File: config.mk
export PLATFORM = sky130hd
export DESIGN_NAME = frfr_top
export DESIGN_NICKNAME = d
export VERILOG_FILES = /design/src/rtl/frfr_pkg.sv /design/src/rtl/frfr_rx_if.sv /design/src/rtl/frfr_top.sv /design/src/rtl/frfr_rx.sv
export VERILOG_INCLUDE_DIRS = /design/src /design/src/rtl
export SDC_FILE = /design/constraint.sdc
export NUM_CORES = 1
export LEC_CHECK = 0
export BUFFER_PORTS_ARGS = -buffer_cell sky130_fd_sc_hd__clkbuf_2
export CORE_AREA = 4 4 140 156
export CTS_BUF_LIST = sky130_fd_sc_hd__clkbuf_16
export DETAILED_ROUTE_END_ITERATION = 10
export DIE_AREA = 0 0 144 160
export PLACE_DENSITY = 0.71
export SLEW_MARGIN = 0
export SYNTH_ARGS = -nofsm -noshare
export SYNTH_HDL_FRONTEND = slang
export SYNTH_SLANG_ARGS = --single-unit
File: constraint.sdc
create_clock -name CLK -period 3.26 [get_ports CLK]
set_input_delay 0 -clock CLK [delete_from_list [all_inputs] [get_ports CLK]]
set_output_delay 0 -clock CLK [all_outputs]
set_load 0.01 [all_outputs]
File: src/rtl/frfr_params.svh
// constants of the frame relay link framer: timing, offsets, fields, reset values
`ifndef FRFR_PARAMS_SVH
`define FRFR_PARAMS_SVH

`define FRFR_CLK_KHZ      125000
`define FRFR_LINE_KBPS    2048
// clocks per line bit, rounded down so the line never runs slower than asked
`define FRFR_BIT_DIV      (`FRFR_CLK_KHZ / `FRFR_LINE_KBPS)

`define FRFR_FLAG         8'h7E
`define FRFR_MAXLEN_RST   16'h0640
`define FRFR_CLLM_DLCI    10'h3FF

`define FRFR_A_CTRL       8'h00
`define FRFR_A_DLCI       8'h04
`define FRFR_A_MAXLEN     8'h08
`define FRFR_A_TXDATA     8'h0C
`define FRFR_A_STAT       8'h10
`define FRFR_A_RXDATA     8'h14
`define FRFR_A_RXADDR     8'h18
`define FRFR_A_ISTAT      8'h1C
`define FRFR_A_ICLR       8'h20
`define FRFR_A_IEN        8'h24

`define FRFR_CTRL_TXEN    0
`define FRFR_CTRL_CONG    1
`define FRFR_CTRL_DE      2
`define FRFR_CTRL_CR      3
`define FRFR_CTRL_CLLM    4
`define FRFR_TXD_LAST     8

`define FRFR_EV_TXDONE    0
`define FRFR_EV_TXERR     1
`define FRFR_EV_RXOK      2
`define FRFR_EV_RXERR     3
`define FRFR_EV_RXCONG    4
`define FRFR_EV_RXOVR     5

`endif

File: src/rtl/frfr_pkg.sv
// types of the frame relay link framer
`include "frfr_params.svh"
package frfr_pkg;

  typedef enum logic [3:0] {
    FRFR_TX_FLAG = 4'b0001,
    FRFR_TX_ADR1 = 4'b0010,
    FRFR_TX_ADR2 = 4'b0100,
    FRFR_TX_DATA = 4'b1000
  } frfr_txst_t;

  typedef struct packed {
    logic [6:0]  div;
    logic        stb;
    logic [4:0]  ctrl;
    logic [9:0]  dlci;
    logic [15:0] maxlen;
    logic [8:0]  txh;
    logic        txh_full;
    frfr_txst_t  txst;
    logic [7:0]  sr;
    logic [2:0]  bcnt;
    logic [2:0]  ones;
    logic        last_sent;
    logic [15:0] icnt;
    logic        line;
    logic [8:0]  rxd;
    logic        rxd_full;
    logic [5:0]  ev;
    logic [5:0]  ien;
    logic [31:0] prdata;
  } frfr_top_t;

  typedef struct packed {
    logic [7:0]  win;
    logic [2:0]  ones;
    logic        hunt;
    logic [7:0]  sr;
    logic [2:0]  bcnt;
    logic [7:0]  pend;
    logic        pend_v;
    logic [15:0] ocnt;
    logic        err;
    logic        drop;
    logic [9:0]  dlci;
    logic        fecn;
    logic        becn;
    logic        de;
    logic        ov;
    logic [7:0]  od;
    logic        ol;
    logic        fok;
    logic        ferr;
  } frfr_rx_t;

endpackage

File: src/rtl/frfr_rx_if.sv
// link between the framer core and its receive deframer
interface frfr_rx_if;
  logic        bit_en;
  logic        line_bit;
  logic        cllm_drop;
  logic [15:0] maxlen;
  logic        oct_valid;
  logic [7:0]  oct_data;
  logic        oct_last;
  logic        frm_ok;
  logic        frm_err;
  logic [9:0]  dlci;
  logic        fecn;
  logic        becn;
  logic        de;

  modport rx (input bit_en, line_bit, cllm_drop, maxlen,
              output oct_valid, oct_data, oct_last, frm_ok, frm_err, dlci, fecn, becn, de);
  modport core (output bit_en, line_bit, cllm_drop, maxlen,
                input oct_valid, oct_data, oct_last, frm_ok, frm_err, dlci, fecn, becn, de);
endinterface

File: src/rtl/frfr_top.sv
// frame relay link framer: apb registers, transmit framer and interrupt logic
//
// Decided for this implementation: the register offsets and the APB register port.
`include "frfr_params.svh"

//****************************************************************
// frame relay link framer
//****************************************************************
// Function
// - between frames the transmitter sends back-to-back flags 01111110
// - information fields of 1600 octets are sent and received
// - maximum information length is a register, reset to 1600
// - address field is exactly two octets right after the opening flag
// - extension bit is 0 in first address octet, 1 in second
// - received frames with a clear second extension bit are invalid
// - the address is always read as a connection identifier
// - congestion control sets forward and backward bits, discard bit is software
// - received congestion bits raise an event so the user can slow down
// - management frames on identifier 1023 may be passed or dropped
module frfr_top
  import frfr_pkg::*;
(
  input  wire logic        CLK,
  input  wire logic        RST_N,
  input  wire logic        PSEL,
  input  wire logic        PENABLE,
  input  wire logic        PWRITE,
  input  wire logic [7:0]  PADDR,
  input  wire logic [31:0] PWDATA,
  output logic      [31:0] PRDATA,
  output logic             PREADY,
  output logic             PSLVERR,
  output logic             TX_LINE,
  input  wire logic        RX_LINE,
  output logic             LINE_STB,
  output logic             IRQ
);

  localparam frfr_top_t TOP_RST = '{
    txst:   FRFR_TX_FLAG,
    sr:     `FRFR_FLAG,
    maxlen: `FRFR_MAXLEN_RST,
    default: '0
  };

  frfr_top_t   r;
  frfr_top_t   n;
  logic        acc;
  logic        setup;
  logic        hit;
  logic [31:0] rd_val;
  logic [5:0]  ev_set;
  logic [5:0]  ev_clr;
  logic        boundary;

  frfr_rx_if rxi ();

  frfr_rx u_rx (
    .clk   (CLK),
    .rst_n (RST_N),
    .rxb   (rxi.rx)
  );

  assign rxi.bit_en    = r.stb;
  assign rxi.line_bit  = RX_LINE;
  assign rxi.cllm_drop = r.ctrl[`FRFR_CTRL_CLLM];
  assign rxi.maxlen    = r.maxlen;

  assign acc      = PSEL & PENABLE;
  assign setup    = PSEL & ~PENABLE;
  assign boundary = r.stb && r.ones != 3'h5 && r.bcnt == 3'h7;

  //****************************************************************
  // register read mux and decode
  //****************************************************************
  always_comb
  begin
    hit = 1'b1;
    rd_val = 32'h0000_0000;
    case (PADDR)
      `FRFR_A_CTRL:   rd_val = {27'h0, r.ctrl};
      `FRFR_A_DLCI:   rd_val = {22'h0, r.dlci};
      `FRFR_A_MAXLEN: rd_val = {16'h0, r.maxlen};
      `FRFR_A_STAT:   rd_val = {29'h0, r.txst != FRFR_TX_FLAG, r.rxd_full, r.txh_full};
      `FRFR_A_RXDATA: rd_val = {23'h0, r.rxd};
      `FRFR_A_RXADDR: rd_val = {19'h0, rxi.de, rxi.becn, rxi.fecn, rxi.dlci};
      `FRFR_A_ISTAT:  rd_val = {26'h0, r.ev};
      `FRFR_A_IEN:    rd_val = {26'h0, r.ien};
      `FRFR_A_TXDATA: rd_val = 32'h0000_0000;
      `FRFR_A_ICLR:   rd_val = 32'h0000_0000;
      default:        hit = 1'b0;
    endcase
  end

  //****************************************************************
  // next state
  //****************************************************************
  always_comb
  begin
    n = r;
    ev_set = 6'h00;
    ev_clr = 6'h00;

    // line bit rate strobe from the clock divider
    n.stb = (r.div == 7'(`FRFR_BIT_DIV - 1));
    n.div = n.stb ? 7'h00 : r.div + 7'h01;

    // transmit shifter, one line bit per strobe, lsb first
    if (r.stb)
    begin
      if (r.ones == 3'h5)
      begin
        // also covers five ones at the end of the last octet, before the flag
        n.line = 1'b0;
        n.ones = 3'h0;
      end
      else
      begin
        n.line = r.sr[0];
        // flag bits are never counted, so flags are never broken up
        n.ones = (r.txst != FRFR_TX_FLAG && r.sr[0]) ? r.ones + 3'h1 : 3'h0;
        n.sr = {1'b0, r.sr[7:1]};
        n.bcnt = r.bcnt + 3'h1;
      end
    end

    if (boundary)
    begin
      unique case (r.txst)
        FRFR_TX_FLAG:
        begin
          if (r.ctrl[`FRFR_CTRL_TXEN] && r.txh_full)
          begin
            n.txst = FRFR_TX_ADR1;
            n.sr = {r.dlci[9:4], r.ctrl[`FRFR_CTRL_CR], 1'b0};
            n.icnt = 16'h0000;
            n.last_sent = 1'b0;
          end
          else
            n.sr = `FRFR_FLAG;
        end
        FRFR_TX_ADR1:
        begin
          n.txst = FRFR_TX_ADR2;
          // congestion marks both directions; discard bit set by software
          n.sr = {r.dlci[3:0], r.ctrl[`FRFR_CTRL_CONG], r.ctrl[`FRFR_CTRL_CONG],
                  r.ctrl[`FRFR_CTRL_DE], 1'b1};
        end
        FRFR_TX_ADR2, FRFR_TX_DATA:
        begin
          if (r.txst == FRFR_TX_DATA && (r.last_sent || r.icnt >= r.maxlen))
          begin
            // closing flag; a frame cut at the limit reports an error
            n.txst = FRFR_TX_FLAG;
            n.sr = `FRFR_FLAG;
            ev_set[`FRFR_EV_TXDONE] = 1'b1;
            ev_set[`FRFR_EV_TXERR] = ~r.last_sent;
          end
          else if (r.txh_full)
          begin
            n.txst = FRFR_TX_DATA;
            n.sr = r.txh[7:0];
            n.last_sent = r.txh[`FRFR_TXD_LAST];
            n.txh_full = 1'b0;
            n.icnt = r.icnt + 16'h0001;
          end
          else
          begin
            // no octet in time: the line cannot wait, so close early
            n.txst = FRFR_TX_FLAG;
            n.sr = `FRFR_FLAG;
            ev_set[`FRFR_EV_TXERR] = 1'b1;
          end
        end
      endcase
    end

    // register writes take effect at the end of the access phase
    if (acc && PWRITE)
    begin
      case (PADDR)
        `FRFR_A_CTRL:   n.ctrl = PWDATA[4:0];
        `FRFR_A_DLCI:   n.dlci = PWDATA[9:0];
        `FRFR_A_MAXLEN: n.maxlen = PWDATA[15:0];
        `FRFR_A_TXDATA:
        begin
          // a write to a full holding register is ignored; poll the status first
          if (!n.txh_full)
          begin
            n.txh = PWDATA[8:0];
            n.txh_full = 1'b1;
          end
        end
        `FRFR_A_ICLR:   ev_clr = PWDATA[5:0];
        `FRFR_A_IEN:    n.ien = PWDATA[5:0];
        default:        n.ien = r.ien;
      endcase
    end

    // reading received data frees the holding register
    if (acc && !PWRITE && PADDR == `FRFR_A_RXDATA)
      n.rxd_full = 1'b0;

    if (rxi.oct_valid)
    begin
      ev_set[`FRFR_EV_RXOVR] = n.rxd_full;
      n.rxd = {rxi.oct_last, rxi.oct_data};
      n.rxd_full = 1'b1;
    end
    ev_set[`FRFR_EV_RXOK] = rxi.frm_ok;
    ev_set[`FRFR_EV_RXERR] = rxi.frm_err;
    ev_set[`FRFR_EV_RXCONG] = rxi.frm_ok & (rxi.fecn | rxi.becn);

    // a new event wins over a clear in the same cycle
    n.ev = (r.ev & ~ev_clr) | ev_set;

    if (setup)
      n.prdata = rd_val;
  end

  always_ff @(posedge CLK)
  begin
    if (!RST_N)
      r <= TOP_RST;
    else
      r <= n;
  end

  assign PRDATA   = r.prdata;
  assign PREADY   = 1'b1;
  assign PSLVERR  = acc & ~hit;
  assign TX_LINE  = r.line;
  assign LINE_STB = r.stb;
  assign IRQ      = |(r.ev & r.ien);
endmodule

File: src/rtl/frfr_rx.sv
// receive deframer: flag hunt, zero removal, address check, octet delivery
`include "frfr_params.svh"
module frfr_rx
  import frfr_pkg::*;
(
  input  wire logic clk,
  input  wire logic rst_n,
  frfr_rx_if.rx     rxb
);

  localparam frfr_rx_t RX_RST = '{hunt: 1'b1, default: '0};

  frfr_rx_t   r;
  frfr_rx_t   n;
  logic [7:0] wnew;
  logic [7:0] octet;
  logic       take;

  //****************************************************************
  // next state
  //****************************************************************
  always_comb
  begin
    n = r;
    n.ov = 1'b0;
    n.fok = 1'b0;
    n.ferr = 1'b0;
    take = 1'b0;
    // bits arrive lsb first, newest bit enters at the top
    wnew = {rxb.line_bit, r.win[7:1]};
    octet = {rxb.line_bit, r.sr[7:1]};
    if (rxb.bit_en)
    begin
      n.win = wnew;
      n.ones = rxb.line_bit ? ((r.ones == 3'h7) ? r.ones : r.ones + 3'h1) : 3'h0;
      if (wnew == `FRFR_FLAG)
      begin
        // a flag closes the frame; the held octet is its last one
        if (!r.hunt && r.ocnt != 16'h0000 && !r.drop)
        begin
          if (r.err || r.bcnt != 3'h7 || r.ocnt < 16'h0003)
            n.ferr = 1'b1;
          else
          begin
            n.fok = 1'b1;
            n.ov = 1'b1;
            n.od = r.pend;
            n.ol = 1'b1;
          end
        end
        n.hunt = 1'b0;
        n.bcnt = 3'h0;
        n.ocnt = 16'h0000;
        n.err = 1'b0;
        n.drop = 1'b0;
        n.pend_v = 1'b0;
      end
      else if (r.ones >= 3'h6 && rxb.line_bit)
      begin
        // seven ones: abort, hunt for the next flag
        n.hunt = 1'b1;
        if (!r.hunt && r.ocnt != 16'h0000 && !r.drop)
          n.ferr = 1'b1;
      end
      else if (r.ones == 3'h5 && !rxb.line_bit)
      begin
        n.sr = r.sr; // inserted zero is removed
      end
      else if (!r.hunt)
      begin
        take = 1'b1;
        n.sr = octet;
        n.bcnt = r.bcnt + 3'h1;
        if (r.bcnt == 3'h7)
        begin
          if (r.ocnt != 16'hFFFF)
            n.ocnt = r.ocnt + 16'h0001;
          // address is always taken as a connection identifier
          if (r.ocnt == 16'h0000)
          begin
            n.dlci[9:4] = octet[7:2];
            n.err = r.err | octet[0];
          end
          else if (r.ocnt == 16'h0001)
          begin
            n.dlci[3:0] = octet[7:4];
            n.fecn = octet[3];
            n.becn = octet[2];
            n.de = octet[1];
            // longer address forms are not handled and count as bad frames
            n.err = r.err | ~octet[0];
            n.drop = rxb.cllm_drop && {r.dlci[9:4], octet[7:4]} == `FRFR_CLLM_DLCI;
          end
          else
          begin
            if (r.ocnt - 16'h0001 > rxb.maxlen)
              n.err = 1'b1;
            if (r.pend_v && !n.err && !r.drop)
            begin
              n.ov = 1'b1;
              n.od = r.pend;
              n.ol = 1'b0;
            end
            n.pend = octet;
            n.pend_v = 1'b1;
          end
        end
      end
    end
  end

  always_ff @(posedge clk)
  begin
    if (!rst_n)
      r <= RX_RST;
    else
      r <= n;
  end

  assign rxb.oct_valid = r.ov;
  assign rxb.oct_data  = r.od;
  assign rxb.oct_last  = r.ol;
  assign rxb.frm_ok    = r.fok;
  assign rxb.frm_err   = r.ferr;
  assign rxb.dlci      = r.dlci;
  assign rxb.fecn      = r.fecn;
  assign rxb.becn      = r.becn;
  assign rxb.de        = r.de;
endmodule

==> impl_metrics.py <==
metrics = {
    "flow_run": {
        "cap_violations": 0,
    },
    "cts": {
        "clock_latency_ns": 0.44,
        "root_buffer": "clkbuf_16",
        "path_clk_slew_ns": 0.08,
        "cts.sinks": 196,
        "tritoncts": "done",
        "numCtsBuffers": 17,
        "clock_path_buffers": 2,
        "cts-htree-levels": 4,
    },
    "sta": {
        "finalSetupViolCount": 10,
        "rsz0062_at_grt": "true",
        "worst_clock_skew_ns": 0.009946,
        "layout_setup_ws_ns": -0.09673,
        "maxSlewHeadroom_pct": 17.19,
        "min_period_ns": 3.357,
        "period_share_pct": 103.0,
        "finalHoldViolCount": 0,
        "drv_slew": 0,
        "fmaxAchievable_ghz": 0.2979,
        "tightest_slew_ns": 1.240,
        "setup_tns_ns": -0.3809,
    },
    "die": {
        "fp.coreArea_mm2": 0.02030,
        "start_util_pct": 50.07,
        "die_area_mm2": 0.02304,
        "io_pins": 83,
        "fp-row-count": 55,
        "die_h_um": 160,
        "die_w_um": 144,
    },
    "route": {
        "wl_per_cell_um": 18.17,
        "dr_total_vias": 8889,
        "drt_pre_antenna_iters": 7,
        "first_iter_violations": 785,
        "avgViaCountPerCell": 5.829,
        "wl_um": 27710,
        "postRouteAntennaNets": 0,
        "drc": 0,
    },
    "synthesis": {
        "synth_fa_ha_area_share_pct": 5.785,
        "synth-seq-cells": 196,
        "synthCells": 1204,
        "synthArstFlopShare_pct": 0,
        "muxShareOfSynthArea_pct": 5.736,
        "yosys_warnings": 0,
        "synth_compound_area_share_pct": 17.12,
        "synth_area_mm2": 0.01016,
        "post_synth_xor_area_fraction_pct": 2.757,
        "ys_types": 75,
        "synth_edf_count": 0,
        "yosys.area_share.simple_pct": 23.66,
        "avgSynthCellArea_um2": 8.442,
        "yosysSeqAreaShare_pct": 38.60,
        "synth_top_family_by_area": "simple AND/OR/NAND/NOR gates",
        "ys.flop_type": "dfxtp_1",
    },
    "worst_setup_path": {
        "path_max_fanout": 6,
        "endpoint_kind": "flop",
        "path_cells": "or4_4, nor3_4, nand2_4, nor4_4, xor2_1, ha_1, a21oi_2, o21a_1, o2bb2ai_1, or4_4, a31oi_4, a2111oi_2, a31o_1",
        "start_kind": "flop",
        "crit_top_cell": "or4_4",
        "arrival_ns": 3.69,
        "slowest_delay_ns": 0.58,
        "critPathBufInv": 0,
        "crit_slowest_cell": "or4_4",
        "crit_required_ns": 3.60,
        "path_delay_family": "simple AND/OR/NAND/NOR gates",
        "path_class": "flop to flop",
    },
    "finish": {
        "fin_nets": 1349,
        "area.growth.synth_to_final_pct": 13.58,
        "n_antenna_cell": 0,
        "layout-drive-gt1-share_pct": 12.69,
        "n_fill_cell": 1839,
        "post-route-util_pct": 56.87,
    },
    "placed_design": {
        "gp_congestion": 0.9430,
        "port_buffers": 49,
        "dp_hpwl_um": 19870,
    },
    "global_routing": {
        "grt_first_pass_wirelength_um": 44840,
        "antenna_found_initial": 0,
        "grt_usage_pct": 24.31,
        "gr-total-overflow": 0,
        "grt_pass1_vias": 8601,
        "grt_max_degree": 71,
    },
    "run_status": {
        "failed_checks": "negative setup slack",
        "outcome": "complete, but fails checks",
    },
    "pwr": {
        "leakagePower_nw": 4.306,
        "vdd_drop_max_mv": 0.3685,
        "p_per_area_mw_per_mm2": 405.7,
    },
    "hold_path": {
        "hold_path.class": "input port to flop",
    },
}
cell usage after synthesis (all sizes together) (4+ instances only):
master | instances | share of area [%]
nor3 | 29 | 1.5
nor2b | 68 | 4.2
nor4 | 7 | 0.49
xnor2 | 13 | 1.1
and3 | 6 | 0.37
clkbuf | 55 | 2.0
ha | 47 | 5.8
nand3 | 52 | 2.6
and2 | 14 | 0.86
a21boi | 55 | 4.1
buf | 40 | 2.9
nand4b | 5 | 0.43
nand2 | 175 | 6.5
nand4 | 18 | 1.1
or3 | 6 | 0.42
a21oi | 42 | 2.2
mux2i | 56 | 5.5
a31oi | 13 | 0.80
nand3b | 5 | 0.37
o211ai | 17 | 1.3
xor2 | 19 | 1.6
nand2b | 6 | 0.37
a222oi | 9 | 0.89
nor3b | 6 | 0.44
inv | 36 | 1.3
or4 | 7 | 0.59
dfxtp | 196 | 39
a221oi | 9 | 0.78
o22ai | 5 | 0.31
a22oi | 16 | 1.2
o21ai | 51 | 2.5
o21a | 6 | 0.44
nor2 | 69 | 2.5
nor4b | 4 | 0.41
o221ai | 5 | 0.43
layout by cell type (no fill, tap or decap), types with 18 or more instances in the layout:
cell type and n:
a21oi_1 40, mux2i_1 56, o21ai_0 49, clkbuf_2 48, nor2_1 68, nand4_1 18
dfxtp_1 195, inv_1 36, buf_4 46, a21boi_0 53, xor2_1 19, ha_1 47
nand3_1 52, nor2b_1 68, nand2_1 172, dlygate4sd3_1 18, nor3_1 24
worst register-to-register path: cells and delay by family (launching register included):
family | cells | cell delay, ns
DFF | 1 | 0.32
xor gates and xnor gates | 1 | 0.18
AOI/OAI and AO/OA | 6 | 0.86
adders and majority gates | 1 | 0.29
and+or+nand+nor | 5 | 1.61
metrics by stage:
| step | cell area [um2] | cells | total power, mW | setup slack [ns] | hold slack (ns) |
|---|---|---|---|---|---|
| 6_report | 11540 | 1525 | 4.684 | -0.09673 | 0.04326 |
| 5_1_grt | 11540 | 1525 | 4.843 | -0.2545 | 0.07984 |
| 4_1_cts | 11450 | 1522 | 4.716 | -0.02944 | 0.02893 |
| 3_5_place_dp | 10630 | 1470 | 2.641 | -0.1530 | 0.2562 |
| 3_3_place_gp | 10630 | 1470 | 2.641 | -0.04747 | 0.2509 |
| 2_1_floorplan | 10240 | 1219 | 2.595 | 0.01926 | 0.1151 |
final timing paths:
path	cells past startpoint	slack, ns	startpoint	to
max reg2reg	13	-0.1	u_rx.r[29]$_SDFFE_PN0P_	u_rx.r[26]$_SDFFE_PN0P_
min reg2reg	2	0.46	u_rx.r[49]$_SDFFE_PN0P_	u_rx.rxb.oct_data[5]$_SDFFE_PN0P_
max	13	-0.1	u_rx.r[29]$_SDFFE_PN0P_	u_rx.r[26]$_SDFFE_PN0P_
min	2	0.04	RST_N	r[86]$_SDFFE_PN1P_
what timing repair did:
item | CTS | global route
setup buffers | 1 | 3
pin swaps | 3 | 5
hold endpoints to repair | 50 | 0
gates cloned | 1 | 0
endpoints found under the setup margin | 11 | 11
hold buffers | 18 | 0
gates resized for setup | 12 | 13
sequential cells by signal (all words and copies together) (netlist names), 7 cells and up:
signal,cells
u_rx.r,41
u_rx.rxb.oct_data,8
u_rx.octet,7
r,89
PRDATA,16
u_rx.rxb.dlci,10
rxi.maxlen,16
layer usage:
| metal | vias up | GRT usage (%) | share of wire (%) |
|---|---|---|---|
| li1 | 4324 | - | - |
| met1 | 4180 | 31.80 | 43 |
| met2 | 332 | 39.75 | 48 |
| met3 | 53 | 5.451 | 6.9 |
| met4 | 0 | 7.663 | 2.4 |
| met5 | - | 0 | 0 |
where the power goes:
group | internal, mW | leakage (nW) | switching (mW) | total (mW)
Sequential | 2.40 | 1.58 | 0.00911 | 2.41
Combinational | 0.0733 | 2.45 | 0.117 | 0.190
Clock | 1.08 | 0.276 | 1.00 | 2.08
Total | 3.55 | 4.31 | 1.13 | 4.68
logic make-up after synthesis:
family	Yosys count
fa+ha+maj	47
other cells	2
xor+xnor	32
mux	58
buf+inv	132
flops	196
compound gates	253
simple gates	484
area by class of cell:
class | instances | area (um2) | area share (%)
multi-input cells | 892 | 5817 | 50.38
flip-flops and latches | 196 | 3925 | 34.00
repair buffers | 112 | 765.7 | 6.633
clock buffers | 17 | 425.4 | 3.685
well taps | 256 | 320.3 | 2.774
clock inverters | 15 | 152.6 | 1.322
inverters | 37 | 138.9 | 1.203
No activity file was read; power rests on OpenSTA's default activity.
